**src/pkg/adcc_consts.vh**
```
`ifndef ADCC_CONSTS_VH
`define ADCC_CONSTS_VH

// Register byte offsets
`define ADCC_OFF_CTRL0 8'h00
`define ADCC_OFF_CTRL1 8'h04
`define ADCC_OFF_CTRL2 8'h08
`define ADCC_OFF_RESH 8'h0C
`define ADCC_OFF_RESL 8'h10
`define ADCC_OFF_ISTAT 8'h14
`define ADCC_OFF_ICLR 8'h18
`define ADCC_OFF_IEN 8'h1C

// Control register zero fields
`define ADCC_C0_CAL 7
`define ADCC_C0_CHS_HI 5
`define ADCC_C0_CHS_LO 2
`define ADCC_C0_GO 1
`define ADCC_C0_ON 0

// Control register one fields
`define ADCC_C1_NREF 5
`define ADCC_C1_PREF 4
`define ADCC_C1_PCFG_HI 3
`define ADCC_C1_PCFG_LO 0

// Control register two fields
`define ADCC_C2_FMT 7
`define ADCC_C2_ACQ_HI 5
`define ADCC_C2_ACQ_LO 3
`define ADCC_C2_CS_HI 2
`define ADCC_C2_CS_LO 0

// Reset value of control registers
`define ADCC_CTRL_RST 8'h00

// Interrupt bits
`define ADCC_IRQ_DONE 0
`define ADCC_IRQ_CAL 1

// Timing
`define ADCC_CLK_NS 100
`define ADCC_FRC_NS 1000
`define ADCC_FRC_CYC ((`ADCC_FRC_NS + `ADCC_CLK_NS - 1) / `ADCC_CLK_NS)
`define ADCC_WAIT_TAD 5'h02
`define ADCC_CAL_TAD 5'h04

`endif

```
**src/hdl/adcc_pin_decode.v**
```verilog
`timescale 1ns/10ps
`default_nettype none

module adcc_pin_decode #(
    parameter PKG_PINS = 100
) (
    input wire [3:0] pin_analog_config_i,
    output wire [15:0] analog_mask_o,
    output wire [15:0] present_mask_o
);

    genvar i;

    // Per input: analog or digital, and whether the package bonds it out
    generate
        for (i = 0; i < 16; i = i + 1) begin : g_pin
            // Code k makes inputs 15-k..15 digital; zero keeps all analog
            assign analog_mask_o[i] = (pin_analog_config_i == 4'h0) ||
                                      (i < 15 - pin_analog_config_i);
            // Input 5 only in largest, 12..15 only in the two larger
            assign present_mask_o[i] = (i == 5) ? (PKG_PINS >= 100) :
                                       (i >= 12) ? (PKG_PINS >= 80) : 1'b1;
        end
    endgenerate

endmodule

`default_nettype wire

```
**src/hdl/adcc_sar.v**
```verilog
`timescale 1ns/10ps
`default_nettype none

module adcc_sar #(
    parameter BITS = 10
) (
    input wire clk_i,
    input wire rst_i,
    input wire abort_i,
    input wire start_i,
    input wire tick_i,
    input wire comp_i,
    output reg [BITS-1:0] dac_o,
    output reg [BITS-1:0] result_o,
    output reg done_o
);

    reg [BITS-1:0] trial;
    reg active;

    // Successive approximation, one bit per converter clock
    always @(posedge clk_i) begin
        if (rst_i || abort_i) begin
            dac_o <= {BITS{1'b0}};
            trial <= {BITS{1'b0}};
            active <= 1'b0;
            done_o <= 1'b0;
            result_o <= {BITS{1'b0}};
        end else begin
            done_o <= 1'b0;
            if (start_i) begin
                trial <= {1'b1, {(BITS-1){1'b0}}};
                dac_o <= {1'b1, {(BITS-1){1'b0}}};
                active <= 1'b1;
            end else if (active && tick_i) begin
                // Drop the trial bit when input lies below the DAC level
                if (!trial[0]) begin
                    dac_o <= (comp_i ? dac_o : (dac_o & ~trial)) | (trial >> 1);
                    trial <= trial >> 1;
                end else begin
                    result_o <= comp_i ? dac_o : (dac_o & ~trial);
                    done_o <= 1'b1;
                    active <= 1'b0;
                end
            end
        end
    end

endmodule

`default_nettype wire

```
**src/hdl/adcc_top.v**
```verilog
// Behaviour
// - Bits 5..2 pick analog input to convert
// - Bit 0 enables or disables the converter
// - Bit 1 reads busy while conversion runs
// - Bit 7 requests calibration on next conversion
// - Unimplemented bits read zero, ignore writes
// - Bit 5 picks negative reference source
// - Bit 4 picks positive reference source
// - Port code sets top inputs to digital
// - Absent channel conversions return arbitrary data
// - Input count follows package size
// - Inputs 5 and 12..15 package dependent
// - Each conversion gives a ten-bit result
// - Inputs 0,1 stay usable as LEDs
// - Five converter registers: results plus controls
// - Completion loads result, clears busy, flags
// - Busy flag starts conversion after acquisition
// - Reset clears controls, aborts, keeps result
`include "adcc_consts.vh"
`timescale 1ns/10ps
`default_nettype none

module adcc_top #(
    parameter PKG_PINS = 100,
    parameter RES_BITS = 10,
    parameter CAL_TADS = `ADCC_CAL_TAD
) (
    input wire clk_i,
    input wire rst_i,
    input wire wb_cyc_i,
    input wire wb_stb_i,
    input wire wb_we_i,
    input wire [7:0] wb_adr_i,
    input wire [3:0] wb_sel_i,
    input wire [31:0] wb_dat_i,
    output reg [31:0] wb_dat_o,
    output reg wb_ack_o,
    input wire comp_i,
    input wire [1:0] led_i,
    output reg [3:0] channel_select_o,
    output reg neg_ref_select_o,
    output reg pos_ref_select_o,
    output reg [15:0] analog_pins_o,
    output reg sample_o,
    output reg calibrate_o,
    output wire [RES_BITS-1:0] dac_o,
    output reg [1:0] led_o,
    output reg irq_o
);

    localparam ST_IDLE = 3'h0;
    localparam ST_ACQ = 3'h1;
    localparam ST_CAL = 3'h2;
    localparam ST_CONV = 3'h3;
    localparam ST_GAP = 3'h4;
    localparam integer FRC_DIV = `ADCC_FRC_CYC;

    // Acquisition length in converter clocks
    function [4:0] acq_tads;
        input [2:0] code;
        begin
            case (code)
                3'h0: acq_tads = 5'h00;
                3'h1: acq_tads = 5'h02;
                3'h2: acq_tads = 5'h04;
                3'h3: acq_tads = 5'h06;
                3'h4: acq_tads = 5'h08;
                3'h5: acq_tads = 5'h0C;
                3'h6: acq_tads = 5'h10;
                default: acq_tads = 5'h14;
            endcase
        end
    endfunction

    // System clocks per converter clock
    function [7:0] tad_div;
        input [2:0] code;
        begin
            case (code)
                3'h0: tad_div = 8'h02;
                3'h1: tad_div = 8'h08;
                3'h2: tad_div = 8'h20;
                3'h4: tad_div = 8'h04;
                3'h5: tad_div = 8'h10;
                3'h6: tad_div = 8'h40;
                default: tad_div = FRC_DIV[7:0]; // Free-running clock, cut to counter width
            endcase
        end
    endfunction

    // Register state
    reg calibrate_next;
    reg [3:0] channel_select;
    reg conv_busy;
    reg converter_on;
    reg neg_ref_select;
    reg pos_ref_select;
    reg [3:0] pin_analog_config;
    reg result_right;
    reg [2:0] acq_sel;
    reg [2:0] clk_sel;
    reg [RES_BITS-1:0] result;
    reg [1:0] irq_stat;
    reg [1:0] irq_en;

    // Sequencer state
    reg [2:0] state;
    reg [4:0] phase;
    reg [7:0] tad_cnt;
    reg sar_start;
    reg done_evt;
    reg cal_evt;

    wire [15:0] analog_mask;
    wire [15:0] present_mask;
    wire [RES_BITS-1:0] sar_result;
    wire sar_done;
    wire tad_tick;
    wire abort;
    wire bus_req;
    wire wr_en;
    wire go_write;
    wire [1:0] irq_set;
    wire [1:0] irq_clr;
    wire [7:0] ctrl0_rd;
    wire [7:0] ctrl1_rd;
    wire [7:0] ctrl2_rd;
    wire [7:0] resh_rd;
    wire [7:0] resl_rd;

    adcc_pin_decode #(
        .PKG_PINS(PKG_PINS)
    ) u_decode (
        .pin_analog_config_i(pin_analog_config),
        .analog_mask_o(analog_mask),
        .present_mask_o(present_mask)
    );

    adcc_sar #(
        .BITS(RES_BITS)
    ) u_sar (
        .clk_i(clk_i),
        .rst_i(rst_i),
        .abort_i(abort),
        .start_i(sar_start),
        .tick_i(tad_tick),
        .comp_i(comp_i),
        .dac_o(dac_o),
        .result_o(sar_result),
        .done_o(sar_done)
    );

    // Bus decode: writes land on the edge that samples ack
    assign bus_req = wb_cyc_i && wb_stb_i;
    assign wr_en = bus_req && wb_we_i && wb_ack_o && wb_sel_i[0];
    assign go_write = wr_en && (wb_adr_i == `ADCC_OFF_CTRL0) &&
                      wb_dat_i[`ADCC_C0_GO] && wb_dat_i[`ADCC_C0_ON];
    // Disabling the module drops any conversion
    assign abort = !converter_on;
    assign tad_tick = (state != ST_IDLE) && (tad_cnt == 8'h00);

    // Readback, unimplemented bits forced low
    assign ctrl0_rd = {calibrate_next, 1'b0, channel_select,
                       conv_busy && converter_on, converter_on};
    assign ctrl1_rd = {2'b00, neg_ref_select, pos_ref_select,
                       pin_analog_config};
    assign ctrl2_rd = {result_right, 1'b0, acq_sel, clk_sel};
    // Justification applied on read
    assign resh_rd = result_right ? {6'h00, result[9:8]} : result[9:2];
    assign resl_rd = result_right ? result[7:0] : {result[1:0], 6'h00};

    // Wishbone ack and read data
    always @(posedge clk_i) begin
        if (rst_i) begin
            wb_ack_o <= 1'b0;
            wb_dat_o <= 32'h00000000;
        end else begin
            wb_ack_o <= bus_req && !wb_ack_o;
            wb_dat_o <= 32'h00000000;
            if (bus_req && !wb_ack_o && !wb_we_i) begin
                case (wb_adr_i)
                    `ADCC_OFF_CTRL0: wb_dat_o <= {24'h000000, ctrl0_rd};
                    `ADCC_OFF_CTRL1: wb_dat_o <= {24'h000000, ctrl1_rd};
                    `ADCC_OFF_CTRL2: wb_dat_o <= {24'h000000, ctrl2_rd};
                    `ADCC_OFF_RESH: wb_dat_o <= {24'h000000, resh_rd};
                    `ADCC_OFF_RESL: wb_dat_o <= {24'h000000, resl_rd};
                    `ADCC_OFF_ISTAT: wb_dat_o <= {30'h00000000, irq_stat};
                    `ADCC_OFF_IEN: wb_dat_o <= {30'h00000000, irq_en};
                    default: wb_dat_o <= 32'h00000000;
                endcase
            end
        end
    end

    // Software-written control fields
    always @(posedge clk_i) begin
        if (rst_i) begin
            calibrate_next <= 1'b0;
            channel_select <= 4'h0;
            converter_on <= 1'b0;
            neg_ref_select <= 1'b0;
            pos_ref_select <= 1'b0;
            pin_analog_config <= 4'h0;
            result_right <= 1'b0;
            acq_sel <= 3'h0;
            clk_sel <= 3'h0;
            irq_en <= 2'h0;
        end else if (wr_en) begin
            case (wb_adr_i)
                `ADCC_OFF_CTRL0: begin
                    calibrate_next <= wb_dat_i[`ADCC_C0_CAL];
                    channel_select <= wb_dat_i[`ADCC_C0_CHS_HI:`ADCC_C0_CHS_LO];
                    converter_on <= wb_dat_i[`ADCC_C0_ON];
                end
                `ADCC_OFF_CTRL1: begin
                    neg_ref_select <= wb_dat_i[`ADCC_C1_NREF];
                    pos_ref_select <= wb_dat_i[`ADCC_C1_PREF];
                    pin_analog_config <= wb_dat_i[`ADCC_C1_PCFG_HI:`ADCC_C1_PCFG_LO];
                end
                `ADCC_OFF_CTRL2: begin
                    result_right <= wb_dat_i[`ADCC_C2_FMT];
                    acq_sel <= wb_dat_i[`ADCC_C2_ACQ_HI:`ADCC_C2_ACQ_LO];
                    clk_sel <= wb_dat_i[`ADCC_C2_CS_HI:`ADCC_C2_CS_LO];
                end
                `ADCC_OFF_IEN: irq_en <= wb_dat_i[1:0];
                default: irq_en <= irq_en;
            endcase
        end
    end

    // Busy flag: set by software when enabled, cleared at completion
    always @(posedge clk_i) begin
        if (rst_i || abort) begin
            conv_busy <= 1'b0;
        end else if (go_write) begin
            conv_busy <= 1'b1;
        end else if (sar_done) begin
            conv_busy <= 1'b0;
        end
    end

    // Result holds across reset; unknown until first conversion
    always @(posedge clk_i) begin
        if (sar_done && !abort) begin
            // Absent channel gives whatever the comparator settled to
            result <= sar_result;
        end
    end

    // Converter clock divider, restarted on each request
    always @(posedge clk_i) begin
        if (rst_i || abort || state == ST_IDLE) begin
            tad_cnt <= tad_div(clk_sel) - 8'h01;
        end else if (tad_cnt == 8'h00) begin
            tad_cnt <= tad_div(clk_sel) - 8'h01;
        end else begin
            tad_cnt <= tad_cnt - 8'h01;
        end
    end

    // Sequencer: acquire, calibrate, convert, then mandatory gap
    always @(posedge clk_i) begin
        if (rst_i || abort) begin
            state <= ST_IDLE;
            phase <= 5'h00;
            sar_start <= 1'b0;
            done_evt <= 1'b0;
            cal_evt <= 1'b0;
        end else begin
            sar_start <= 1'b0;
            done_evt <= 1'b0;
            cal_evt <= 1'b0;
            case (state)
                ST_IDLE: begin
                    if (conv_busy) begin
                        if (acq_sel != 3'h0) begin
                            state <= ST_ACQ;
                            phase <= acq_tads(acq_sel);
                        end else if (calibrate_next) begin
                            state <= ST_CAL;
                            phase <= CAL_TADS[4:0];
                        end else begin
                            state <= ST_CONV;
                            sar_start <= 1'b1;
                        end
                    end
                end
                ST_ACQ: begin
                    if (tad_tick) begin
                        if (phase != 5'h01) begin
                            phase <= phase - 5'h01;
                        end else if (calibrate_next) begin
                            state <= ST_CAL;
                            phase <= CAL_TADS[4:0];
                        end else begin
                            state <= ST_CONV;
                            sar_start <= 1'b1;
                        end
                    end
                end
                ST_CAL: begin
                    if (tad_tick) begin
                        if (phase != 5'h01) begin
                            phase <= phase - 5'h01;
                        end else begin
                            state <= ST_CONV;
                            sar_start <= 1'b1;
                            cal_evt <= 1'b1;
                        end
                    end
                end
                ST_CONV: begin
                    if (sar_done) begin
                        state <= ST_GAP;
                        phase <= `ADCC_WAIT_TAD;
                        done_evt <= 1'b1;
                    end
                end
                ST_GAP: begin
                    if (tad_tick) begin
                        if (phase != 5'h01) begin
                            phase <= phase - 5'h01;
                        end else begin
                            state <= ST_IDLE;
                        end
                    end
                end
                default: state <= ST_IDLE;
            endcase
        end
    end

    // Sticky interrupt status, set wins over clear
    assign irq_set = {cal_evt, done_evt};
    assign irq_clr = (wr_en && wb_adr_i == `ADCC_OFF_ICLR) ? wb_dat_i[1:0] : 2'h0;

    always @(posedge clk_i) begin
        if (rst_i) begin
            irq_stat <= 2'h0;
            irq_o <= 1'b0;
        end else begin
            irq_stat <= (irq_stat & ~irq_clr) | irq_set;
            irq_o <= |(((irq_stat & ~irq_clr) | irq_set) & irq_en);
        end
    end

    // Registered drive of the analog front end
    always @(posedge clk_i) begin
        if (rst_i) begin
            channel_select_o <= 4'h0;
            neg_ref_select_o <= 1'b0;
            pos_ref_select_o <= 1'b0;
            analog_pins_o <= 16'h0000;
            sample_o <= 1'b0;
            calibrate_o <= 1'b0;
            led_o <= 2'h0;
        end else begin
            channel_select_o <= channel_select;
            neg_ref_select_o <= neg_ref_select;
            pos_ref_select_o <= pos_ref_select;
            // Pins absent from the package never report analog
            analog_pins_o <= analog_mask & present_mask;
            // Hold capacitor tracks input while enabled, unless calibrating or converting
            sample_o <= converter_on && (state == ST_IDLE || state == ST_ACQ ||
                        state == ST_GAP);
            calibrate_o <= converter_on && (state == ST_CAL);
            // LED drive passes regardless of pin configuration
            led_o <= led_i;
        end
    end

endmodule

`default_nettype wire

```
**config.mk**
```make
export PLATFORM = sky130hd
export DESIGN_NAME = adcc_top
export DESIGN_NICKNAME = d
export VERILOG_FILES = /design/src/hdl/adcc_pin_decode.v /design/src/hdl/adcc_sar.v /design/src/hdl/adcc_top.v
export VERILOG_INCLUDE_DIRS = /design/src /design/src/pkg
export SDC_FILE = /design/constraint.sdc
export NUM_CORES = 1
export LEC_CHECK = 0
export BUFFER_PORTS_ARGS = -buffer_cell sky130_fd_sc_hd__clkbuf_2
export CORE_MARGIN = 4
export CORE_UTILIZATION = 49
export CTS_CLUSTER_SIZE = 16
export DETAILED_ROUTE_END_ITERATION = 8
export PLACE_DENSITY = 0.81
export REMOVE_ABC_BUFFERS = 1
export SLEW_MARGIN = 40
export SYNTH_ARGS = -nofsm -noshare
export SYNTH_HDL_FRONTEND = slang
export SYNTH_SLANG_ARGS = --single-unit
export TNS_END_PERCENT = 1
```
**constraint.sdc**
```tcl
create_clock -name clk_i -period 2.3 [get_ports clk_i]
set_input_delay 0.46 -clock clk_i [delete_from_list [all_inputs] [get_ports clk_i]]
set_output_delay 0.46 -clock clk_i [all_outputs]
set_load 0.02 [all_outputs]
```
---- Yosys cells after proc, flatten, opt, wreduce, memory -nomap -nowiden ----
Index checks and enable logic that the tools add are counted.
cells by class
  add/sub/neg operators ................... 5
  $lt $le $gt $ge ......................... 16
  equal/unequal tests ..................... 34
  muxes and demuxes ....................... 53
  bitwise operators ....................... 13
  reductions and logical operators ........ 68
operators by type and width
  kind                                                                           count
  4-bit by 32-bit less-than comparator with 1-bit output (first input constant)  8
  3-bit by 32-bit less-than comparator with 1-bit output (first input constant)  4
  10-bit 2-to-1 mux                                                              7
  1-bit by 32-bit less-than comparator with 1-bit output (first input constant)  2
  2-bit by 32-bit less-than comparator with 1-bit output (first input constant)  2
  8-bit 2-to-1 mux                                                               7
  8-bit case mux with 7 select lines                                             1
  7-bit case mux with 6 select lines                                             1
  5-bit 2-to-1 mux                                                               8
  5-bit case mux with 7 select lines                                             1
  8-bit by 5-bit equality test with 1-bit output (second input constant)         4
  3-bit 2-to-1 mux                                                               8
  8-bit by 1-bit subtractor with 8-bit output (second input constant)            3
  3-bit equality test (second input constant)                                    7
  1-bit logical OR                                                               20
  5-bit case mux with 4 select lines                                             1
  8-bit by 4-bit equality test with 1-bit output (second input constant)         2
  1-bit logical AND                                                              16
  8-bit logical NOT                                                              2
  3-bit by 2-bit equality test with 1-bit output (second input constant)         5
  1-bit 2-to-1 mux                                                               15
  3-bit case mux with 5 select lines                                             1
  2-bit AND reduction                                                            7
  2-bit by 1-bit != test with 1-bit output (second input constant)               6
  26 further kinds                                                               51
storage, ports and cells
  flip-flop bits (word level) ............. 145
  input bits .............................. 52
  output and inout bits ................... 70
  word-level logic and storage cells ...... 226

---- Depth between registers and ports, before layout ----
Gate-level depths: netlist of run 1.
  depth in word-level cells ............... 11
  gate-level depth with buffers ........... 9
  mapped depth without buffers ............ 7

---- Cells and area by module ----
Synthesis of run 1 repeated with hierarchy kept, for this count alone.
unflattened totals
  cell total of the unflattened synthesis .. 616
  area, all modules ....................... 5669.2 um2
by module, submodules not included
  module           instances  cells each  area each (um2)  seq. area each (um2)
  adcc_top         1          456         4177.8           1881.8
  adcc_sar         1          122         1258.7           640.6
  adcc_pin_decode  1          38          232.7            0.0

---- Worst setup path before layout of run 1 ----
OpenSTA, ideal clock, no wires.
  path kind ............................... input port to flip-flop
  from .................................... input wb_adr_i[3]
  to ...................................... register conv_busy
  setup time .............................. 0.060 ns
  arrival ................................. 2.190 ns
  data required time ...................... 2.240 ns
  path slack .............................. 0.050 ns
  stages on the path ...................... 6
  path buffers ............................ 1
  cells stage by stage .................... buf_2 -> or4_1 -> nor3_1 -> nand2_1 -> o32ai_1 -> and2_1
between the ends
  cells in the longest elaborated chain, start to end .. 5
  elaborated cells between the ends (all ways) .. 6
  classes of those cells .................. 1 x mux; 5 x reduce/logical
ends and longest elaborated chain
  element                                                 RTL line        source
  start, declared                                         adcc_top.v:33   input wire [7:0] wb_adr_i,
  8-bit logical NOT *                                     --
  1-bit logical AND * (3 in a row)                        adcc_top.v:156  assign go_write = wr_en && (wb_adr_i == `ADCC_OFF_CTRL0) &&
  1-bit 2-to-1 mux or 2-bit nonzero test (tied branches)  --
  end signal, assigned                                    adcc_top.v:234  conv_busy <= 1'b0;
  end signal, assigned                                    adcc_top.v:236  conv_busy <= 1'b1;
  end signal, assigned                                    adcc_top.v:238  conv_busy <= 1'b0;
  end, declared                                           adcc_top.v:94   reg conv_busy;
Every way passes the cells marked *; elsewhere a longest branch is shown, timed or not.
A chain may end at the register's enable or synchronous reset.

---- Worst setup path in the final report of run 1 ----
  from .................................... register tad_cnt[0]
  to ...................................... register phase[0]
between the ends
  cells in the longest elaborated chain, start to end .. 4
  elaborated cells between the ends (all ways) .. 5
  classes of those cells .................. 2 x eq/ne; 3 x reduce/logical
ends and longest elaborated chain
  element                                                    RTL line        source
  start, declared                                            adcc_top.v:109  reg [7:0] tad_cnt;
  start signal, assigned                                     adcc_top.v:253  tad_cnt <= tad_div(clk_sel) - 8'h01;
  start signal, assigned                                     adcc_top.v:255  tad_cnt <= tad_div(clk_sel) - 8'h01;
  start signal, assigned                                     adcc_top.v:257  tad_cnt <= tad_cnt - 8'h01;
  8-bit logical NOT *                                        adcc_top.v:160  assign tad_tick = (state != ST_IDLE) && (tad_cnt == 8'h00);
  1-bit logical AND *                                        adcc_top.v:160
  2-bit by 1-bit != test with 1-bit output (no source line)  --
  6-bit AND reduction (no source line) *                     --
  end signal, assigned                                       adcc_top.v:278  phase <= acq_tads(acq_sel);
  end signal, assigned                                       adcc_top.v:281  phase <= CAL_TADS[4:0];
  end signal, assigned                                       adcc_top.v:291  phase <= phase - 5'h01;
  end, declared                                              adcc_top.v:108  reg [4:0] phase;
Marked as above.

==> results of run 1 <==
==> cells by family (layout without fill, tap and decap cells) <==
group                    Yosys count  after routing
AND/OR/NAND/NOR                  203            203
AO/OA/AOI/OAI                    135            135
flip-flops                       121            121
XOR/XNOR                           9              9
other                              1             24
buffers and inverters             89            171
multiplexers                      26             26
adder cells (fa/ha/maj)            5              5
==> flip-flops by register name, indices dropped and copies added (netlist names), 2 cells and up <==
signal	flops
pin_analog_config	4
clk_sel	3
tad_cnt	8
irq_en	2
acq_sel	3
wb_dat_o	8
state	3
led_o	2
phase	5
channel_select_o	4
irq_stat	2
analog_pins_o	16
u_sar.trial	10
result	10
u_sar.dac_o	10
channel_select	4
u_sar.result_o	10
==> per-layer routing <==
metal,share of wire,track usage,vias up
met5,0,0,-
met4,0.021,0.0994,0
met3,0.062,0.0412,25
met2,0.49,0.372,199
met1,0.43,0.274,2236
li1,-,-,2251
==> power groups by stage <==
stage / clock (mW) / combinational, mW / sequential (mW)
finish: 2.65 / 0.170 / 2.14
global route: 2.78 / 0.182 / 2.14
detailed placement: 0 / 0.167 / 2.19
floorplan: 0 / 0.0653 / 2.21
global placement: 0 / 0.164 / 2.19
CTS: 2.67 / 0.168 / 2.14
==> cell type report <==
type | count | share of cell area
multi-input combinational | 402 | 0.385
sequential | 121 | 0.383
timing repair buffer | 111 | 0.100
clock buffer | 21 | 0.0682
tap | 136 | 0.0258
clock inverter | 11 | 0.0219
inverter | 28 | 0.0160
==> worst max-delay path: stages, from the launching register on <==
cell and delay [ns]:
dfxtp_1 0.35, inv_1 0.07, ha_1 0.21, nor4b_1 0.14
a221oi_1 0.30, buf_4 0.20, nor4_4 0.06, or3_2 0.54
a221oi_2 0.25
==> metrics by stage <==
| step | hold WS, ns | power (mW) |
|---|---|---|
| final | 0.160 | 4.96 |
| after global routing | 0.193 | 5.11 |
| after CTS | 0.149 | 4.98 |
| after detailed placement | 0.389 | 2.36 |
| after global placement | 0.383 | 2.35 |
| after floorplan | 0.366 | 2.28 |
==> worst paths after layout <==
| kind | startpoint | end | depth (start not counted) |
|---|---|---|---|
| min | led_i[1] | led_o[1] | 2 |
| min reg2reg | tad_cnt[0] | tad_cnt[0] | 1 |
| max reg2reg | tad_cnt[0] | phase[0] | 8 |
| max | tad_cnt[0] | phase[0] | 8 |
==> repair_timing <==
item	in CTS	in global routing
buffers inserted	0	3
pin swaps	0	2
gates resized for setup	1	4
setup endpoints to repair	2	15
==> layout by cell type, fill, tap and decap left out, types with 6 or more instances in the layout <==
cell / count
a21oi_1: 46
a221oi_1: 6
a22oi_1: 7
a32o_1: 11
buf_4: 42
clkbuf_16: 16
clkbuf_2: 69
conb_1: 24
dfxtp_1: 111
edfxtp_1: 10
inv_1: 28
mux2i_1: 23
nand2_1: 36
nand2b_1: 14
nand3_1: 12
nor2_1: 51
nor2b_1: 15
nor3_1: 20
nor4_1: 6
o21ai_0: 21
or3_1: 9
==> results_dict.tcl, run 1 <==
set metrics [dict create \
    drive_above_1_share 0.229 \
    final_cells 830 \
    ctsHoldBuffers 0 \
    required_ns 2.72 \
    grt_pass1_wl_mm 22.6 \
    ff2ff_setup_slack_ns 0.08 \
    dpl-instance-area_um2 5950 \
    power.density_nw_per_um2 754 \
    synth-seq-cells 121 \
    crit_path_start_kind "flip-flop" \
    synth_simple_gate_area_frac 0.205 \
    grt_util_all_layers 0.220 \
    finalClockSkew_ns 0.00826 \
    fin_ws_ns 0.0779 \
    synth_top_cell_by_area "dfxtp_1" \
    final.min_clock_period_ns 2.22 \
    crit_path_max_fanout 6 \
    worstMarginPinSlew_ns 0.580 \
    core_area_um2 10500 \
    antenna_found_initial 0 \
    ant_nets 0 \
    area_growth_syn_to_layout_pct 22.5 \
    ys_types 63 \
    io_pins 122 \
    port_buffers 69 \
    ys_seq_area_frac 0.469 \
    peakVddDrop_v 0.000608 \
    dp.cells 795 \
    timing.slew.headroom 0.613 \
    setup_viol 0 \
    stdcell_area_um2 6590 \
    hold_viol 0 \
    path_clk_slew_ns 0.06 \
    cts-root-buf "clkbuf_8" \
    synth_compound_area_frac 0.168 \
    nets 738 \
    drv_slew 0 \
    grt_overflow_total 0 \
    numCtsBuffers 17 \
    die_height_um 113 \
    syn_area_um2 5370 \
    clk_latency_ns 0.51 \
    cts_max_level 4 \
    synthMuxAreaShare 0.0512 \
    ys_warn_count 0 \
    drc 0 \
    yosys_most_used_dff "dfxtp_1" \
    switching_share 0.216 \
    cts_sinks 121 \
    worstSetupPathType "reg2reg" \
    dieArea_um2 12700 \
    viasPerCell 5.68 \
    routed_wirelength_mm 14.0 \
    synth_top_area_share 0.414 \
    p_sw_mw 1.07 \
    rsz0062_at_grt "yes" \
    drtIter0Drc 346 \
    clkPwrFrac 0.534 \
    synth-async-reset-ratio 0 \
    multi_input_area_um2 2530 \
    die_w_um 113 \
    wl_per_cell_um 16.9 \
    synthAdderAreaFrac 0.0116 \
    ys_top_cells_by_count "111 x dfxtp_1, 51 x nor2_1, 46 x a21oi_1" \
    vias 4711 \
    hp-class "in2reg" \
    gp_congestion 0.952 \
    cap_viol_max_count 0 \
    yosys-top-cells-area "dfxtp_1 41%, edfxtp_1 5.6%, a21oi_1 4.3%" \
    cts_buffer_depth 2 \
    grt_max_degree 19 \
    initial_core_util 0.511 \
    diodes 0 \
    fillCellCount 844 \
    outcome "finished clean" \
    seq_area_um2 2520 \
    post-synth-top-count-cell "dfxtp_1" \
    fin_tns_setup_ns 0 \
    finalCritPeriodShare 0.966 \
    synth_cells 589 \
    synthXorXnorAreaFrac 0.0147 \
    pre_cts_ws_ns -0.00905 \
    critPathArrivalTime_ns 2.64 \
    end_kind "flip-flop" \
    power_frac_seq 0.432 \
    syn_area_per_cell_um2 9.12 \
    synth_top_family_by_area "simple AND/OR/NAND/NOR gates" \
    synth_edf_count 10 \
    cts_tree "done" \
    p_leak_nw 2.53 \
    p_int_mw 3.89 \
    grt_pass1_vias 4569 \
    max_freq_mhz 450 \
    dpl.hpwl_mm 10.0 \
    rows 37 \
    first_pass_iters 5 \
    p_comb_frac 0.034 \
    fin_util 0.627 \
]
(Power assumes the default switching activity.)
==> inputs of run 2 (changes only) <==
- BUFFER_PORTS_ARGS: -buffer_cell sky130_fd_sc_hd__clkbuf_2 -> -buffer_cell sky130_fd_sc_hd__buf_2
- HOLD_SLACK_MARGIN: not set -> 0.02
==> results_dict.tcl, run 2 (synthesis results as in run 1) <==
set metrics [dict create \
    outcome "finished clean" \
    finalCritPeriodShare 0.963 \
    drv_slew 0 \
    worstReg2RegEnd "u_sar.trial[9]" \
    required_ns 2.70 \
    grt_overflow_total 0 \
    final_cells 823 \
    cap_viol_max_count 0 \
    rsz0062_at_grt "yes" \
    dpl.hpwl_mm 9.84 \
    hold_viol 0 \
    wl_per_cell_um 16.6 \
    crit_path_start_kind "flip-flop" \
    die_w_um 113 \
    finalClockSkew_ns 0.00703 \
    grt_max_degree 28 \
    peakVddDrop_v 0.000529 \
    initial_core_util 0.511 \
    clk_latency_ns 0.51 \
    antenna_found_initial 0 \
    die_height_um 113 \
    drc 0 \
    first_pass_iters 5 \
    pre_cts_ws_ns -0.0139 \
    p_leak_nw 2.51 \
    area_growth_syn_to_layout_pct 21.8 \
    drtIter0Drc 360 \
    largest_reg_flops 16 \
    ctsHoldBuffers 0 \
    stdcell_area_um2 6550 \
    viasPerCell 5.59 \
    crit_path_max_fanout 9 \
    worstSetupPathType "reg2reg" \
    grt_pass1_wl_mm 22.0 \
    final.min_clock_period_ns 2.22 \
    worstSetupStartpoint "tad_cnt[3]" \
    ant_nets 0 \
    drive_above_1_share 0.226 \
    critPathArrivalTime_ns 2.61 \
    cts_sinks 121 \
    diodes 0 \
    grt_pass1_vias 4414 \
    power.density_nw_per_um2 759 \
    end_kind "flip-flop" \
    nets 731 \
    largest_register "analog_pins_o" \
    mostFrequentLayoutCell "dfxtp_1" \
    cts_buffer_depth 2 \
    dpl-instance-area_um2 5910 \
    cts_max_level 4 \
    port_buffers 69 \
    max_freq_mhz 451 \
    fin_ws_ns 0.0841 \
    path_clk_slew_ns 0.06 \
    critPathCapture "u_sar.trial[9]" \
    rows 37 \
    vias 4604 \
    r2r_cells 5 \
    fin_total_pwr_mw 4.97 \
    layout_common_cells "111 x dfxtp_1, 69 x buf_2, 51 x nor2_1, 46 x a21oi_1, 36 x nand2_1" \
    gp_congestion 0.959 \
    io_pins 122 \
    whs_path_depth 2 \
    cts_tree "done" \
    core_area_um2 10500 \
    routed_wirelength_mm 13.7 \
    dp.cells 790 \
    hp-class "in2reg" \
    setup_viol 0 \
    r2r_start "tad_cnt[3]" \
    ff2ff_setup_slack_ns 0.08 \
    dieArea_um2 12700 \
    numCtsBuffers 17 \
    cts-root-buf "clkbuf_8" \
    grt_util_all_layers 0.215 \
]
## run 2: area by class of cell
| type | count | area, um^2 |
|---|---|---|
| repair buffers | 104 | 608 |
| clock inverters | 14 | 180 |
| fillers | 833 | 3960 |
| inverters | 28 | 105 |
| multi-input cells | 402 | 2540 |
| flip-flops and latches | 121 | 2520 |
| well taps | 136 | 170 |
| clock buffers | 18 | 418 |
## run 2: per-layer routing
layer | track usage | wire, um
met4 | 0.0769 | 251
met3 | 0.0481 | 960
met1 | 0.276 | 5830
met2 | 0.356 | 6620
met5 | 0 | 0
## run 2: worst max-delay path, cell delays in order (launching register included)
cell	delay [ns]
dfxtp_1	0.35
or4_1	0.58
buf_4	0.19
or4_1	0.71
a21oi_1	0.23
nor2_1	0.05
## run 2: power by group
| part | internal, mW | total, mW | switching (mW) |
|---|---|---|---|
| registers | 2.14 | 2.14 | 0.00415 |
| clock network | 1.74 | 2.65 | 0.910 |
| logic | 0.0486 | 0.170 | 0.121 |
| total | 3.93 | 4.97 | 1.04 |
## run 2: what timing repair did
item | in CTS | in global routing
pin swaps | 0 | 2
resized for setup | 2 | 7
endpoints found under the setup margin | 3 | 24
buffers inserted | 0 | 1
## run 2: per-stage QoR
step	hold WS (ns)	TNS [ns]	util
finish	0.172	0	0.623
global route	0.168	-0.0481	0.623
CTS	0.163	0	0.620
detailed placement	0.394	-0.0139	0.562
global placement	0.385	0	0.562
floorplan	0.366	-2.45	-
## run 2: worst min-delay path by stage
stage / slack (ns) / from / endpoint
2_1_floorplan: 0.37 / tad_cnt[0] / tad_cnt[0]
3_3_place_gp: 0.38 / tad_cnt[0] / tad_cnt[0]
3_5_place_dp: 0.39 / tad_cnt[0] / tad_cnt[0]
4_1_cts: 0.16 / led_i[0] / led_o[0]
5_1_grt: 0.17 / led_i[0] / led_o[0]
6_report: 0.17 / led_i[0] / led_o[0]
==> inputs of run 3 (changes only) <==
- GPL_TIMING_DRIVEN: not set -> 0
==> results_dict.tcl, run 3 (synthesis results as in run 1) <==
set metrics [dict create \
    grt_overflow_total 0 \
    critPathArrivalTime_ns 2.67 \
    cts_sinks 121 \
    core_area_um2 10500 \
    grt_util_all_layers 0.215 \
    cts_tree "done" \
    final.min_clock_period_ns 2.27 \
    path_clk_slew_ns 0.06 \
    critPathCapture "u_sar.result_o[3]" \
    io_pins 122 \
    timing.slew.headroom 0.479 \
    p_sw_mw 1.10 \
    worstMarginPinSlew_ns 0.781 \
    power.density_nw_per_um2 763 \
    switching_share 0.226 \
    worstSetupPathType "reg2reg" \
    final_cells 793 \
    cts_buffer_depth 2 \
    power_frac_seq 0.440 \
    clk_latency_ns 0.51 \
    outcome "finished clean" \
    gp_congestion 0.962 \
    grt_pass1_vias 4471 \
    ff2ff_setup_slack_ns 0.03 \
    rows 37 \
    area_growth_syn_to_layout_pct 18.5 \
    diodes 0 \
    p_leak_nw 2.37 \
    max_freq_mhz 440 \
    hold_viol 0 \
    ant_nets 0 \
    ctsHoldBuffers 0 \
    setup_viol 0 \
    rsz0062_at_grt "yes" \
    fillCellCount 849 \
    wl_per_cell_um 17.4 \
    p_comb_frac 0.034 \
    vias 4651 \
    grt_max_degree 44 \
    grt_pass1_wl_mm 22.3 \
    r2r_cells 7 \
    numCtsBuffers 17 \
    dp.cells 758 \
    first_pass_iters 5 \
    crit_path_max_fanout 11 \
    mostFrequentLayoutCell "dfxtp_1" \
    hp-class "in2reg" \
    cts_max_level 4 \
    dpl.hpwl_mm 9.26 \
    antenna_found_initial 0 \
    peakVddDrop_v 0.000476 \
    layout_common_cells "108 x dfxtp_1, 70 x buf_2, 50 x nor2_1, 46 x a21oi_1, 36 x nand2_1" \
    end_kind "flip-flop" \
    dieArea_um2 12700 \
    fin_total_pwr_mw 4.86 \
    routed_wirelength_mm 13.8 \
    port_buffers 69 \
    multi_input_area_um2 2600 \
    die_w_um 113 \
    p_int_mw 3.76 \
    largest_reg_flops 16 \
    viasPerCell 5.87 \
    r2r_start "tad_cnt[0]" \
    cts-root-buf "clkbuf_8" \
    largest_register "analog_pins_o" \
    worstReg2RegEnd "u_sar.result_o[3]" \
    required_ns 2.69 \
    worstSetupStartpoint "tad_cnt[0]" \
    seq_area_um2 2530 \
    drive_above_1_share 0.205 \
    finalCritPeriodShare 0.989 \
    cap_viol_max_count 0 \
    clkPwrFrac 0.525 \
    drv_slew 0 \
    crit_path_start_kind "flip-flop" \
    hold_start "led_i[1]" \
    drc 0 \
    die_height_um 113 \
    nets 701 \
    drtIter0Drc 387 \
    finalClockSkew_ns 0.0122 \
    initial_core_util 0.511 \
]
-- run 3: power by group through the flow --
stage | clock network (mW) | registers (mW) | logic, mW
6_report | 2.55 | 2.14 | 0.166
4_1_cts | 2.59 | 2.14 | 0.161
5_1_grt | 2.69 | 2.14 | 0.178
3_5_place_dp | 0 | 2.19 | 0.159
3_3_place_gp | 0 | 2.19 | 0.156
2_1_floorplan | 0 | 2.21 | 0.0653
-- run 3: final cells by class --
cell class	instances	area share
multi-input combinational	402	0.409
tap	136	0.0267
timing repair buffer	74	0.0597
clock buffer	19	0.0678
clock inverter	13	0.0230
inverter	28	0.0165
sequential	121	0.398
-- run 3: worst min-delay path by stage --
| stage | slack, ns | cells past startpoint | end |
|---|---|---|---|
| 2_1_floorplan | 0.37 | 1 | tad_cnt[0] |
| 3_3_place_gp | 0.37 | 1 | tad_cnt[0] |
| 3_5_place_dp | 0.40 | 1 | tad_cnt[0] |
| 4_1_cts | 0.15 | 2 | led_o[1] |
| 5_1_grt | 0.18 | 2 | led_o[1] |
| 6_report | 0.17 | 2 | led_o[1] |
-- run 3: what timing repair did --
item                       CTS  global route
pin swaps                    2             2
buffers inserted             3             0
resized for setup           10            10
setup endpoints to repair   26            34
-- run 3: stage by stage --
stage	cell area [um^2]	utilization	hold slack [ns]	setup slack [ns]	setup TNS, ns
after floorplan	5140	-	0.366	-0.293	-2.45
after global placement	5650	0.538	0.375	-1.12	-28.77
after detailed placement	5680	0.540	0.398	-0.880	-17.42
after CTS	6300	0.600	0.150	-0.0110	-0.0110
after global routing	6370	0.606	0.178	-0.0882	-1.30
final	6370	0.606	0.168	0.0257	0
-- run 3: critical path: stages, from the launching register on --
cell     delay [ns]
dfxtp_1        0.32
inv_1          0.08
ha_1           0.16
or3b_4         0.44
nor2_1         0.29
nand4_1        0.22
o21a_1         0.37
a32o_1         0.28
-- run 3: layer usage --
metal / GRT usage / up-vias / routed length [um]
met5: 0 / - / 0
met1: 0.263 / 2186 / 5580
met4: 0.0825 / 0 / 303
li1: - / 2175 / -
met3: 0.0588 / 36 / 1240
met2: 0.361 / 254 / 6690
